==> config.mk <==
export PLATFORM = sky130hd
export DESIGN_NAME = power_on_reset_sequencer
export DESIGN_NICKNAME = d
export VERILOG_FILES = /design/src/common/por_seq_pkg.sv /design/src/rtl/power_on_reset_sequencer.sv
export VERILOG_INCLUDE_DIRS = /design/src /design/src/common
export SDC_FILE = /design/constraint.sdc
export NUM_CORES = 1
export LEC_CHECK = 0
export ABC_AREA = 1
export BUFFER_PORTS_ARGS = -buffer_cell sky130_fd_sc_hd__clkbuf_2
export CAP_MARGIN = 20
export CORE_MARGIN = 2
export CORE_UTILIZATION = 59
export CTS_CLUSTER_SIZE = 16
export DETAILED_ROUTE_END_ITERATION = 8
export PLACE_DENSITY = 0.9
export SLEW_MARGIN = 20
export SYNTH_ARGS = -nofsm -noshare
export SYNTH_HDL_FRONTEND = slang
export SYNTH_SLANG_ARGS = --single-unit
==> constraint.sdc <==
create_clock -name clk_i -period 2.07 [get_ports clk_i]
set_input_delay 0.1035 -clock clk_i [delete_from_list [all_inputs] [get_ports clk_i]]
set_output_delay 0.1035 -clock clk_i [all_outputs]
set_load 0.1 [all_outputs]
==> src/common/por_seq_defs.svh <==
// constants for the power-on reset sequencer
// Overview of operation
// - hold reset until supply passes rise threshold
// - assert reset when supply below fall threshold
// - power-on reset clears all cause flags
// - internal resets set own flag, keep others
// - first pin release: longest processing interval
// - later pin releases: shorter processing interval
// - interval covers oscillator accuracy settling
// - drop interrupt in interrupt-and-reset mode sets level and mode bits
// - stabilise and finish power-on before detector
// - detector processing ends within 0.0701 ms
// - detector-only reset recovery takes 0.0511 ms
// - interrupt mode starts like reset mode
// - pin low resets, pin high releases
// - pin, power-on or read clears causes
`ifndef POR_SEQ_DEFS_SVH
`define POR_SEQ_DEFS_SVH
`define CLK_NS 8
`define T_STAB_NS 990000
`define T_FIRST_LVD_NS 832000
`define T_FIRST_OFF_NS 519000
`define T_OTHER_LVD_NS 675000
`define T_OTHER_OFF_NS 362000
`define T_LVD_PROC_NS 51100
`define CNT_W 17
`define ADDR_CAUSE 4'h0
`define ADDR_LEVEL 4'h1
`define ADDR_STAT 4'h2
`define ADDR_CLR 4'h3
`define ADDR_EN 4'h4
`define ADDR_STATE 4'h5
`define CAUSE_TRAP 7
`define CAUSE_WDOG 4
`define CAUSE_PAR 2
`define CAUSE_ACC 1
`define CAUSE_LV 0
`define LEVEL_MODE_BIT 7
`define LEVEL_SEL_BIT 0
`define STAT_LVIRQ 0
`define STAT_DONE 1
`define MODE_OFF 2'b00
`define MODE_INT 2'b01
`define MODE_INTRST 2'b10
`define MODE_RST 2'b11
`endif

==> src/common/por_seq_pkg.sv <==
// types shared by the power-on reset sequencer
package por_seq_pkg;
    typedef enum logic [2:0] {
        ST_POR, ST_STAB, ST_PIN, ST_PROC, ST_LVD_HOLD, ST_LVD_PROC, ST_RUN
    } seq_state_type;
    typedef struct packed {
        logic pin_n;
        logic rise_ok;
        logic fall_below;
        logic below_high;
        logic below_low;
        logic opt_hi;
        logic opt_lo;
    } pins_type;
    typedef struct packed {
        logic watchdog;
        logic trap;
        logic parity;
        logic bad_access;
    } int_src_type;
endpackage

==> src/rtl/power_on_reset_sequencer.sv <==
// reset sequencer: supply comparators, pin reset, cause flags, drop detector
//
// Chosen here: the plain strobed port and the register offsets.
`timescale 1ns/1ps
`include "por_seq_defs.svh"
module power_on_reset_sequencer
    import por_seq_pkg::*;
#(
    parameter int STAB_CYC = `T_STAB_NS / `CLK_NS,
    parameter int FIRST_LVD_CYC = `T_FIRST_LVD_NS / `CLK_NS,
    parameter int FIRST_OFF_CYC = `T_FIRST_OFF_NS / `CLK_NS,
    parameter int OTHER_LVD_CYC = `T_OTHER_LVD_NS / `CLK_NS,
    parameter int OTHER_OFF_CYC = `T_OTHER_OFF_NS / `CLK_NS,
    parameter int LVD_PROC_CYC = `T_LVD_PROC_NS / `CLK_NS
) (
    input wire logic clk_i,
    input wire logic rstn_i,
    input wire pins_type pins_i,
    input wire int_src_type int_src_i,
    input wire logic [3:0] addr_i,
    input wire logic [7:0] wdata_i,
    input wire logic wr_i,
    input wire logic rd_i,
    output logic [7:0] rdata_o,
    output logic sys_reset_o,
    output logic low_voltage_irq_o,
    output logic irq_o
);
    typedef struct packed {
        pins_type s1;
        pins_type s2;
        seq_state_type st;
        logic [`CNT_W-1:0] cnt;
        logic first;
        logic armed;
        logic [7:0] reset_cause_flags;
        logic detect_mode_select;
        logic detect_level_select;
        logic [1:0] stat;
        logic [1:0] en;
        logic prev_high;
        logic [7:0] rdata;
        logic rst;
        logic lvirq;
        logic irq;
    } regs_type;

    regs_type q;
    regs_type d;

    function automatic logic [1:0] mode_of(input pins_type p);
        return {p.opt_hi, p.opt_lo};
    endfunction

    function automatic logic [`CNT_W-1:0] cyc(input int n);
        // never less than one cycle
        return (n < 1) ? `CNT_W'(1) : `CNT_W'(n);
    endfunction

    logic [1:0] mode;
    logic lvd_on;
    logic lvd_trip;
    logic drop_evt;
    logic rise_evt;
    logic cause_rd;

    always_comb begin
        d = q;
        d.s1 = pins_i;
        d.s2 = q.s1;
        mode = mode_of(q.s2);
        lvd_on = (mode != `MODE_OFF);
        rise_evt = q.prev_high & ~q.s2.below_high;
        drop_evt = ~q.prev_high & q.s2.below_high;
        d.prev_high = q.s2.below_high;
        cause_rd = rd_i && (addr_i == `ADDR_CAUSE);
        d.lvirq = 1'b0;
        // detector reset trigger depends on mode
        unique case (mode)
            `MODE_INTRST: lvd_trip = q.s2.below_low;
            `MODE_RST: lvd_trip = q.s2.below_high;
            // interrupt mode resets only until first release
            `MODE_INT: lvd_trip = q.armed & q.s2.below_high;
            default: lvd_trip = 1'b0;
        endcase

        // read data, one cycle later
        unique case (addr_i)
            `ADDR_CAUSE: d.rdata = q.reset_cause_flags;
            `ADDR_LEVEL: d.rdata = {q.detect_mode_select, 6'h00, q.detect_level_select};
            `ADDR_STAT: d.rdata = {6'h00, q.stat};
            `ADDR_EN: d.rdata = {6'h00, q.en};
            `ADDR_STATE: d.rdata = {q.first, q.armed, q.s2.below_high, 2'b00, q.st};
            default: d.rdata = 8'h00;
        endcase
        if (!rd_i) begin
            d.rdata = 8'h00;
        end
        // reading the cause register clears it
        if (cause_rd) begin
            d.reset_cause_flags = 8'h00;
        end
        if (wr_i && addr_i == `ADDR_EN) begin
            d.en = wdata_i[1:0];
        end
        if (wr_i && addr_i == `ADDR_CLR) begin
            d.stat = q.stat & ~wdata_i[1:0];
        end
        // software may lower the bits only in interrupt-and-reset mode
        if (wr_i && addr_i == `ADDR_LEVEL && mode == `MODE_INTRST) begin
            d.detect_mode_select = wdata_i[`LEVEL_MODE_BIT];
            d.detect_level_select = wdata_i[`LEVEL_SEL_BIT];
        end

        // drop detector interrupts while running
        if (q.st == ST_RUN) begin
            if (mode == `MODE_INTRST && drop_evt) begin
                d.lvirq = 1'b1;
                // level and mode bits go to one
                d.detect_mode_select = 1'b1;
                d.detect_level_select = 1'b1;
            end
            if (mode == `MODE_INT && (drop_evt || rise_evt)) begin
                d.lvirq = 1'b1;
            end
        end
        // set wins over a same-cycle clear
        if (d.lvirq) begin
            d.stat[`STAT_LVIRQ] = 1'b1;
        end

        unique case (q.st)
            ST_POR: begin
                if (q.s2.rise_ok) begin
                    d.st = ST_STAB;
                    d.cnt = cyc(STAB_CYC);
                end
            end
            ST_STAB: begin
                if (q.cnt > `CNT_W'(1)) begin
                    d.cnt = q.cnt - `CNT_W'(1);
                end else if (q.s2.pin_n) begin
                    d.st = ST_PROC;
                    d.first = 1'b0;
                    d.cnt = lvd_on ? cyc(FIRST_LVD_CYC) : cyc(FIRST_OFF_CYC);
                end else begin
                    d.st = ST_PIN;
                end
            end
            ST_PIN: begin
                // high level on the pin releases
                if (q.s2.pin_n) begin
                    d.st = ST_PROC;
                    d.first = 1'b0;
                    if (q.first) begin
                        d.cnt = lvd_on ? cyc(FIRST_LVD_CYC) : cyc(FIRST_OFF_CYC);
                    end else begin
                        d.cnt = lvd_on ? cyc(OTHER_LVD_CYC) : cyc(OTHER_OFF_CYC);
                    end
                end
            end
            ST_PROC: begin
                if (q.cnt > `CNT_W'(1)) begin
                    d.cnt = q.cnt - `CNT_W'(1);
                end else if (lvd_on && q.s2.below_high && (mode != `MODE_INT || q.armed)) begin
                    d.st = ST_LVD_HOLD;
                end else begin
                    d.st = ST_RUN;
                    d.armed = 1'b0;
                    d.stat[`STAT_DONE] = 1'b1;
                end
            end
            ST_LVD_HOLD: begin
                // release once above the high or single level
                if (!q.s2.below_high) begin
                    d.st = ST_LVD_PROC;
                    d.cnt = cyc(LVD_PROC_CYC);
                end
            end
            ST_LVD_PROC: begin
                if (q.cnt > `CNT_W'(1)) begin
                    d.cnt = q.cnt - `CNT_W'(1);
                end else begin
                    d.st = ST_RUN;
                    d.armed = 1'b0;
                    d.stat[`STAT_DONE] = 1'b1;
                end
            end
            ST_RUN: begin
                // internal sources set own flag, others held
                if (lvd_trip) begin
                    d.reset_cause_flags[`CAUSE_LV] = 1'b1;
                    d.st = ST_LVD_HOLD;
                end
                if (|int_src_i) begin
                    d.reset_cause_flags[`CAUSE_WDOG] = q.reset_cause_flags[`CAUSE_WDOG]
                        | int_src_i.watchdog;
                    d.reset_cause_flags[`CAUSE_TRAP] = q.reset_cause_flags[`CAUSE_TRAP]
                        | int_src_i.trap;
                    d.reset_cause_flags[`CAUSE_PAR] = q.reset_cause_flags[`CAUSE_PAR]
                        | int_src_i.parity;
                    d.reset_cause_flags[`CAUSE_ACC] = q.reset_cause_flags[`CAUSE_ACC]
                        | int_src_i.bad_access;
                    if (!lvd_trip) begin
                        d.st = ST_LVD_PROC;
                        d.cnt = cyc(LVD_PROC_CYC);
                    end
                end
            end
            default: d.st = ST_POR;
        endcase

        // pin low puts the chip in reset from any state except ST_POR and ST_STAB
        if (!q.s2.pin_n && q.st != ST_POR && q.st != ST_STAB) begin
            d.st = ST_PIN;
            d.reset_cause_flags = 8'h00;
        end
        // supply below fall threshold, or not yet risen
        if (q.s2.fall_below || !q.s2.rise_ok) begin
            d.st = ST_POR;
            d.first = 1'b1;
            d.armed = 1'b1;
            d.reset_cause_flags = 8'h00;
        end
        // power-on and pin resets reload the level bits per mode
        if (d.st == ST_POR || d.st == ST_PIN) begin
            d.detect_mode_select = (mode == `MODE_RST);
            d.detect_level_select = (mode == `MODE_RST) || (mode == `MODE_INT);
        end
        // reset while any source or interval is active
        d.rst = (d.st != ST_RUN);
        d.irq = |(d.stat & d.en);
    end

    always_ff @(posedge clk_i or negedge rstn_i) begin
        if (!rstn_i) begin
            q <= '{
                s1: '0,
                s2: '0,
                st: ST_POR,
                cnt: '0,
                first: 1'b1,
                armed: 1'b1,
                reset_cause_flags: 8'h00,
                detect_mode_select: 1'b0,
                detect_level_select: 1'b0,
                stat: 2'b00,
                en: 2'b00,
                prev_high: 1'b0,
                rdata: 8'h00,
                rst: 1'b1,
                lvirq: 1'b0,
                irq: 1'b0
            };
        end else begin
            q <= d;
        end
    end

    assign rdata_o = q.rdata;
    assign sys_reset_o = q.rst;
    assign low_voltage_irq_o = q.lvirq;
    assign irq_o = q.irq;
endmodule

==> results_dict.tcl, run 1 <==
set metrics [dict create \
    root_buffer "clkbuf_8" \
    period_share 0.926 \
    rsz0062_at_grt "false" \
    grt_start_max_net_pins 37 \
    final_nets 569 \
    track_usage 0.296 \
    ant_nets 0 \
    synth.cell_area_um2 3610 \
    netlist.area_leader.share 0.388 \
    p_leak_nw 2.21 \
    wl_um 8880 \
    synthTopCellsByArea "dfrtp_1 39%, nand2_1 17%, inv_1 5.4%" \
    dr_total_vias 3424 \
    seq_area_frac_synth 0.410 \
    numCtsBuffers 9 \
    timing.setup.tns_ns 0 \
    use_met2 0.458 \
    path_clk_slew_ns 0.07 \
    fmax_ghz 0.522 \
    synth_cells 487 \
    r2r_cells 10 \
    yosys_warnings 0 \
    htree_levels 3 \
    ir_worst_vdd_mv 0.512 \
    required_ns 2.32 \
    finalPower_mw 3.02 \
    reg2reg_to "q[36]$_DFFE_PN0P_" \
    firstDrtPassIters 5 \
    hold_path.class "input pin to register" \
    ys_ff_latch 59 \
    critPathMaxFanout 5 \
    synth_edf_count 0 \
    num_rows 28 \
    cts_tree "built" \
    whs_path_depth 3 \
    cp_data_arrival_time_ns 2.17 \
    viasPerCell 5.59 \
    synth_nets 523 \
    antenna_found_initial 0 \
    drv_cap 0 \
    finalMaxSlewViolations 0 \
    postCtsSetupRepairBufs 0 \
    tightest_slew_ns 0.659 \
    dp_hpwl_um 6160 \
    dieArea_um2 6760 \
    grt_pass1_vias 3256 \
    drive_above_1_share 0.193 \
    area_delta_synth_final_pct 14.7 \
    power_density_nw_per_um2 729 \
    cp_top_family "simple AND/OR/NAND/NOR gates" \
    relSlewSlack 0.560 \
    clock-sinks 59 \
    synth_ff_type "dfrtp_1" \
    worst_path_largest_cell_delay_ns 0.41 \
    hold_path_startpoint "rd_i" \
    drcViolationCount 0 \
    final.min_clock_period_ns 1.92 \
    skew_ns 0.0131 \
    overflow 0 \
    worstSetupEndpointType "register" \
    use_met3 0.0793 \
    die_w_um 82.2 \
    finalSetupViolations 0 \
    portBuffers 32 \
    reg2reg_from "q[28]$_DFFE_PN0P_" \
    clockBufferDepth 2 \
    grt_most_used_layer "met2" \
    antenna_cells 0 \
    synth.distinct_cells 36 \
    yosysTopAreaCell "dfrtp_1" \
    top_level_ports 38 \
    crit_chain "inv_1 > ha_1 > nand3_1 > nor2_2 > xor2_1 > or2_1 > nand2_1 > nand3_1 > nand2_1 > nand2_1" \
    path_buf_inv 1 \
    crit_type "register to register" \
    drtIter0Drc 373 \
    status "completed" \
    hold_violations 0 \
    synth_area_per_cell_um2 7.41 \
    core-area_um2 5920 \
    gp_congestion 0.972 \
    die_y_um 82.2 \
    hold_end "rdata_o[7]$_DFF_PN0_" \
    grt_pass1_wl_um 14900 \
    global_route.usage.met1 0.383 \
    start_util 0.610 \
    crit_slowest_cell "dfrtp_1" \
    reg2reg_slack_ns 0.15 \
    clk_latency_ns 0.36 \
    crit_top_cell "nand2_1" \
    post_drt_wl_per_cell_um 14.5 \
    synthArstFlopShare 1.00 \
    cp-start-kind "register" \
]
## state kept, by name, summed over array words and instances, names as in the netlist
signal,count
d,8
irq_o,1
low_voltage_irq_o,1
mode,2
q,38
rdata_o,8
sys_reset_o,1
## layout make-up
class                      count  area [um2]
timing repair buffer          48         325
clock buffer                  10         128
multi-input combinational    354        1790
sequential                    59        1480
clock inverter                 6        88.8
fill                         431        1780
inverter                      61         229
tap                           75        93.8
## repair_timing
action,4_1_cts,5_1_grt
gates resized for setup,0,1
setup endpoints to repair,0,2
endpoints found under the hold margin,29,0
hold buffers,8,0
## cells by family (layout without fill, tap and decap cells)
logic type / after synthesis / after routing / share of synthesized area
AND/OR/NAND/NOR: 283 / 283 / 0.354
buffers and inverters: 74 / 125 / 0.0936
flip-flops: 59 / 59 / 0.410
AO/OA/AOI/OAI: 53 / 53 / 0.0912
adder cells (fa/ha/maj): 9 / 9 / 0.0312
XOR/XNOR: 8 / 8 / 0.0194
other: 1 / 1 / 0.00104
## where the power goes
| part | internal [mW] | total [mW] | leakage (nW) | switching (mW) |
|---|---|---|---|---|
| logic | 0.174 | 0.541 | 1.36 | 0.367 |
| clock network | 0.679 | 1.18 | 0.103 | 0.502 |
| registers | 1.23 | 1.29 | 0.746 | 0.0667 |
## metrics by stage
| stage | instance area (um2) | utilization | setup WS [ns] | instances | hold slack, ns |
|---|---|---|---|---|---|
| CTS | 4140 | 0.699 | 0.104 | 613 | 0.0130 |
| global placement | 3840 | 0.649 | 0.212 | 589 | 0.155 |
| finish | 4140 | 0.699 | 0.153 | 613 | 0.0253 |
| detailed placement | 3840 | 0.649 | 0.114 | 589 | 0.158 |
| floorplan | 3610 | - | 0.389 | 487 | -0.192 |
| global route | 4140 | 0.699 | 0.00805 | 613 | 0.0229 |
## layer usage
| layer | routed length [um] | part of all wire |
|---|---|---|
| met4 | 306 | 0.034 |
| met3 | 754 | 0.085 |
| met5 | 0 | 0 |
| met2 | 4200 | 0.47 |
| met1 | 3620 | 0.41 |
## cells in the final DEF, fill, tap and decap left out, types with 3 or more instances in the layout
master         instances
nand4_1                7
inv_2                  9
dfrtp_1               56
nand3_1               28
o21ai_0               22
buf_4                  6
nor2_2                 7
o21ai_2                3
inv_1                 52
nand2_1              162
dfstp_2                3
nor2_1                47
nor3_1                 3
clkbuf_8               9
clkbuf_2              32
nand3_2                3
o211ai_1               5
nor2_4                 7
a21oi_1               14
dlygate4sd3_1          8
xor2_1                 8
nand2_2               12
ha_1                   9
## cell usage after synthesis, types with 5 or more instances
| cell | count |
|---|---|
| nand2_1 | 162 |
| dfrtp_1 | 56 |
| inv_1 | 52 |
| nor2_1 | 48 |
| nand3_1 | 28 |
| o21ai_0 | 22 |
| a21oi_1 | 14 |
| nand2_2 | 12 |
| buf_4 | 10 |
| ha_1 | 9 |
| inv_2 | 9 |
| xor2_1 | 8 |
| nand4_1 | 7 |
| nor2_4 | 7 |
| nor2_2 | 6 |
| o211ai_1 | 5 |
## worst max-delay path by stage
stage          slack [ns]           endpoint  depth (start not counted)         startpoint
6_report             0.15  q[36]$_DFFE_PN0P_                         10  q[28]$_DFFE_PN0P_
5_1_grt             0.008  q[42]$_DFFE_PN0P_                         12  q[28]$_DFFE_PN0P_
4_1_cts              0.10  q[36]$_DFFE_PN0P_                         10  q[28]$_DFFE_PN0P_
3_5_place_dp         0.11  q[36]$_DFFE_PN0P_                         10  q[28]$_DFFE_PN0P_
3_3_place_gp         0.21  q[36]$_DFFE_PN0P_                         10  q[28]$_DFFE_PN0P_
2_1_floorplan        0.39  q[36]$_DFFE_PN0P_                         10  q[28]$_DFFE_PN0P_
## worst min-delay path, delay by kind of cell
| kind | cells | cell delay, ns |
|---|---|---|
| buf+inv | 2 | 0.15 |
| simple gates | 1 | 0.08 |
Note: power is estimated with default switching activity, not from simulation.
==> run 2, diff against run 1 <==
CORE_ASPECT_RATIO = 1.25   (was unset)
==> run 2 against run 1 <==
Against the previous run: sequential power barely moved; critical path depth did not move; cell count up 1.5%; sequential share of layout area fell by 0.16 points; maximum frequency shrank 1.4%; sequential cell count unchanged; worst setup slack worse by 0.027 ns; clock power about the same; core utilization is 1.1 points higher; die area barely moved; non-clock buffer count rose by 2; highest routed layer unchanged.
==> results_dict.tcl, run 2 (synthesis gave the netlist of run 1 again) <==
set metrics [dict create \
    status "completed" \
    grt_most_used_layer "met2" \
    critPathMaxFanout 5 \
    p_leak_nw 2.22 \
    viasPerCell 5.22 \
    hold_ws_ns 0.0565 \
    postCtsSetupRepairBufs 0 \
    core-area_um2 5860 \
    use_met2 0.499 \
    hold_path.class "input pin to register" \
    ir_worst_vdd_mv 0.490 \
    overflow 0 \
    final_nets 571 \
    whs_path_depth 3 \
    period_share 0.939 \
    regArea_um2 1480 \
    fmax_ghz 0.514 \
    firstDrtPassIters 4 \
    r2r_cells 10 \
    dieArea_um2 6760 \
    tightest_slew_ns 0.738 \
    wl_um 8570 \
    final.min_clock_period_ns 1.94 \
    htree_levels 3 \
    die_y_um 91.5 \
    postLayoutCoreUtil 0.710 \
    power_density_nw_per_um2 725 \
    cts_tree "built" \
    reg2reg_to "q[36]$_DFFE_PN0P_" \
    crit_type "register to register" \
    cp-start-kind "register" \
    largest_reg_flops 38 \
    area_delta_synth_final_pct 15.2 \
    drtIter0Drc 164 \
    cts_resized 0 \
    relSlewSlack 0.508 \
    antenna_found_initial 0 \
    grt_pass1_wl_um 14100 \
    drv_cap 0 \
    skew_ns 0.00932 \
    hold_path_startpoint "int_src_i[0]" \
    final.fill_count 480 \
    finalMaxSlewViolations 0 \
    rsz0062_at_grt "false" \
    portBuffers 32 \
    num_rows 31 \
    top_level_ports 38 \
    dr_total_vias 3248 \
    worstSetupEndpointType "register" \
    cp_data_arrival_time_ns 2.19 \
    drcViolationCount 0 \
    hold_buffers 9 \
    most-common-layout-cells "162 x nand2_1, 56 x dfrtp_1, 52 x inv_1" \
    timing.setup.tns_ns 0 \
    dp_hpwl_um 6280 \
    grt_start_max_net_pins 60 \
    multiInputGateArea_um2 1790 \
    clockBufferDepth 2 \
    root_buffer "clkbuf_8" \
    finalPower_mw 3.01 \
    start_util 0.616 \
    drive_above_1_share 0.194 \
    top_register "q" \
    grt_pass1_vias 3159 \
    required_ns 2.32 \
    clock-sinks 59 \
    antenna_cells 0 \
    hold_end "q[19]$_DFF_PN0_" \
    hold_violations 0 \
    numCtsBuffers 9 \
    finalSetupViolations 0 \
    track_usage 0.279 \
    gp_congestion 0.954 \
    reg2reg_from "q[28]$_DFFE_PN0P_" \
    global_route.usage.met1 0.293 \
    clk_latency_ns 0.36 \
    ant_nets 0 \
    post_drt_wl_per_cell_um 13.8 \
    final_common_cell "nand2_1" \
    path_clk_slew_ns 0.07 \
    die_w_um 74.0 \
    use_met3 0.0588 \
    reg2reg_slack_ns 0.13 \
]
[run 2: cell count changes in the layout (fill, tap and decap cells not counted)]
cell and delta:
nor2_1 +1, clkinvlp_4 -2, nor2_2 -1, buf_12 -1, clkinv_4 +3, clkbuf_1 -1
dlygate4sd3_1 +1, buf_4 +2
[run 2: layout make-up]
class                           instances  share of cell area
Sequential cell                        59               0.356
Clock buffer                            9              0.0298
Inverter                               61              0.0551
Multi-Input combinational cell        354               0.431
Timing Repair Buffer                   50              0.0794
Tap cell                               82              0.0247
Clock inverter                          7              0.0241
[run 2: per-layer routing]
layer / part of all wire / wire length (um) / up-vias
met5: 0 / 0 / -
met4: 0.039 / 333 / 0
met3: 0.040 / 347 / 27
met2: 0.53 / 4560 / 85
met1: 0.39 / 3330 / 1515
li1: - / - / 1621
[run 2: how the worst max path moves through the flow]
stage	start	endpoint	slack, ns	cells past startpoint
global route	q[28]$_DFFE_PN0P_	q[36]$_DFFE_PN0P_	0.0002	10
floorplan	q[28]$_DFFE_PN0P_	q[36]$_DFFE_PN0P_	0.39	10
global placement	q[28]$_DFFE_PN0P_	q[36]$_DFFE_PN0P_	0.20	10
detailed placement	q[28]$_DFFE_PN0P_	q[36]$_DFFE_PN0P_	0.15	10
finish	q[28]$_DFFE_PN0P_	q[36]$_DFFE_PN0P_	0.13	10
CTS	q[28]$_DFFE_PN0P_	q[36]$_DFFE_PN0P_	0.14	10
[run 2: power by group]
group	leakage (nW)	switching [mW]	internal, mW
Clock	0.114	0.509	0.685
Combinational	1.36	0.356	0.174
Sequential	0.746	0.0637	1.23
Total	2.22	0.929	2.09
[run 2: through the flow]
step           std cells  instance area (um2)  setup slack (ns)
2_1_floorplan        487                 3610             0.389
3_3_place_gp         597                 3840             0.200
3_5_place_dp         597                 3840             0.151
4_1_cts              622                 4160             0.143
5_1_grt              622                 4160          0.000190
6_report             622                 4160             0.126
[run 2: worst max-delay path: stages (launching register included)]
cell,delay (ns)
dfrtp_1,0.41
inv_1,0.12
ha_1,0.22
nand3_1,0.14
nor2_1,0.34
xor2_1,0.14
or2_1,0.23
nand2_1,0.06
nand3_1,0.06
nand2_1,0.08
nand2_1,0.04
==> run 3, diff against run 2 <==
CORE_ASPECT_RATIO = 1.1   (was 1.25)
==> run 3 against run 2 <==
Against the previous run: global-route usage fell by 0.57 points; power shrank 2.5%; cell count down 1.3%; sequential share of layout area grew 0.26 points; clock-buffer cell count unchanged; critical path type unchanged; largest cell class unchanged.
==> results_dict.tcl, run 3 (synthesis gave the netlist of run 1 again) <==
set metrics [dict create \
    path_buf_inv 2 \
    area_delta_synth_final_pct 14.4 \
    placedCellCount 589 \
    finalInstanceArea_um2 4130 \
    hold_violations 0 \
    hold_ws_ns 0.0523 \
    power_density_nw_per_um2 712 \
    cp-start-kind "register" \
    post_drt_wl_per_cell_um 14.1 \
    root_buffer "clkbuf_8" \
    required_ns 2.37 \
    dr_total_vias 3370 \
    grt_start_max_net_pins 35 \
    final_common_cell "nand2_1" \
    grt_pass1_vias 3159 \
    viasPerCell 5.49 \
    reg2reg_from "q[47]$_DFF_PN0_" \
    period_share 0.897 \
    die_w_um 78.6 \
    crit_chain "inv_2 > nor2_1 > inv_1 > nand2_1 > nand2_1 > nand4_1 > nand2_1 > nand2_1" \
    finalPower_mw 2.94 \
    timing.setup.tns_ns 0 \
    cp_top_family "simple AND/OR/NAND/NOR gates" \
    gp_congestion 0.954 \
    antenna_cells 0 \
    drtIter0Drc 373 \
    whs_path_depth 3 \
    wl_um 8640 \
    top_level_ports 38 \
    reg2reg_slack_ns 0.21 \
    crit_type "register to register" \
    crit_top_cell "nand2_1" \
    crit_slowest_cell "dfrtp_1" \
    skew_ns 0.0128 \
    num_rows 29 \
    fmax_ghz 0.538 \
    clockBufferDepth 2 \
    clk_latency_ns 0.35 \
    final_cells 614 \
    dpl-instance-area_um2 3830 \
    p_leak_nw 2.20 \
    final.min_clock_period_ns 1.86 \
    dieArea_um2 6760 \
    ant_nets 0 \
    finalSetupViolations 0 \
    drv_cap 0 \
    ir_worst_vdd_mv 0.624 \
    endpoint "q[34]$_DFFE_PN0P_" \
    status "completed" \
    antenna_found_initial 0 \
    worstSetupEndpointType "register" \
    track_usage 0.273 \
    numCtsBuffers 9 \
    most-common-layout-cells "162 x nand2_1, 56 x dfrtp_1, 52 x inv_1" \
    portBuffers 32 \
    drcViolationCount 0 \
    r2r_cells 8 \
    overflow 0 \
    core-area_um2 5840 \
    regArea_um2 1480 \
    finalMaxSlewViolations 0 \
    dp_hpwl_um 6100 \
    final_nets 568 \
    hold_path.class "input pin to register" \
    start_util 0.618 \
    drive_above_1_share 0.192 \
    path_clk_slew_ns 0.08 \
    clock-sinks 59 \
    rsz0062_at_grt "false" \
    final.fill_count 439 \
    largest_reg_flops 38 \
    relSlewSlack 0.547 \
    postCtsSetupRepairBufs 0 \
    firstDrtPassIters 5 \
    grt_pass1_wl_um 14100 \
    top_register "q" \
    tightest_slew_ns 0.680 \
    crit_start "q[47]$_DFF_PN0_" \
    cp.depth 8 \
    critPathMaxFanout 10 \
    worst_path_largest_cell_delay_ns 0.67 \
    multiInputGateArea_um2 1790 \
    die_y_um 86.0 \
    cp_data_arrival_time_ns 2.15 \
    htree_levels 3 \
    reg2reg_to "q[34]$_DFFE_PN0P_" \
    cts_tree "built" \
]
## run 3: how the worst min path moves through the flow
stage	startpoint	to	slack, ns
finish	int_src_i[2]	q[25]$_DFF_PN0_	0.05
global placement	rstn_i	rdata_o[0]$_DFF_PN0_	0.17
CTS	wdata_i[1]	q[13]$_DFF_PN0_	0.05
global route	int_src_i[2]	q[25]$_DFF_PN0_	0.06
floorplan	rstn_i	d[11]$_DFF_PN0_	-0.19
detailed placement	rstn_i	irq_o$_DFF_PN0_	0.18
## run 3: report_power, final
part / switching (mW) / internal [mW]
Combinational: 0.362 / 0.174
Sequential: 0.0642 / 1.23
Clock: 0.536 / 0.576
## run 3: cell type report
cell class / instances / share of cell area
inverters: 61 / 0.0555
flip-flops and latches: 59 / 0.359
repair buffers: 47 / 0.0776
multi-input cells: 354 / 0.435
clock inverters: 7 / 0.0203
clock buffers: 9 / 0.0300
well taps: 77 / 0.0233
## run 3: repair_timing
action | in CTS | in global routing
resized for setup | 0 | 1
endpoints found under the setup margin | 0 | 2
hold buffers | 9 | 0
endpoints found under the hold margin | 31 | 0
## run 3: stage by stage
step / util / setup WS (ns)
final: 0.707 / 0.213
after global routing: 0.707 / 0.0164
after CTS: 0.706 / 0.155
after detailed placement: 0.655 / 0.205
after global placement: 0.655 / 0.214
after floorplan: - / 0.389
## run 3: layer usage
metal	GRT usage	wire length, um	vias up
met5	0	0	-
met4	0.150	269	0
met3	0.0453	602	27
met2	0.444	4150	156
met1	0.348	3620	1577
li1	-	-	1610
## run 3: worst min-delay path, stage by stage
cell and delay [ns]:
clkbuf_2 0.08, o21ai_0 0.07, a21oi_1 0.11
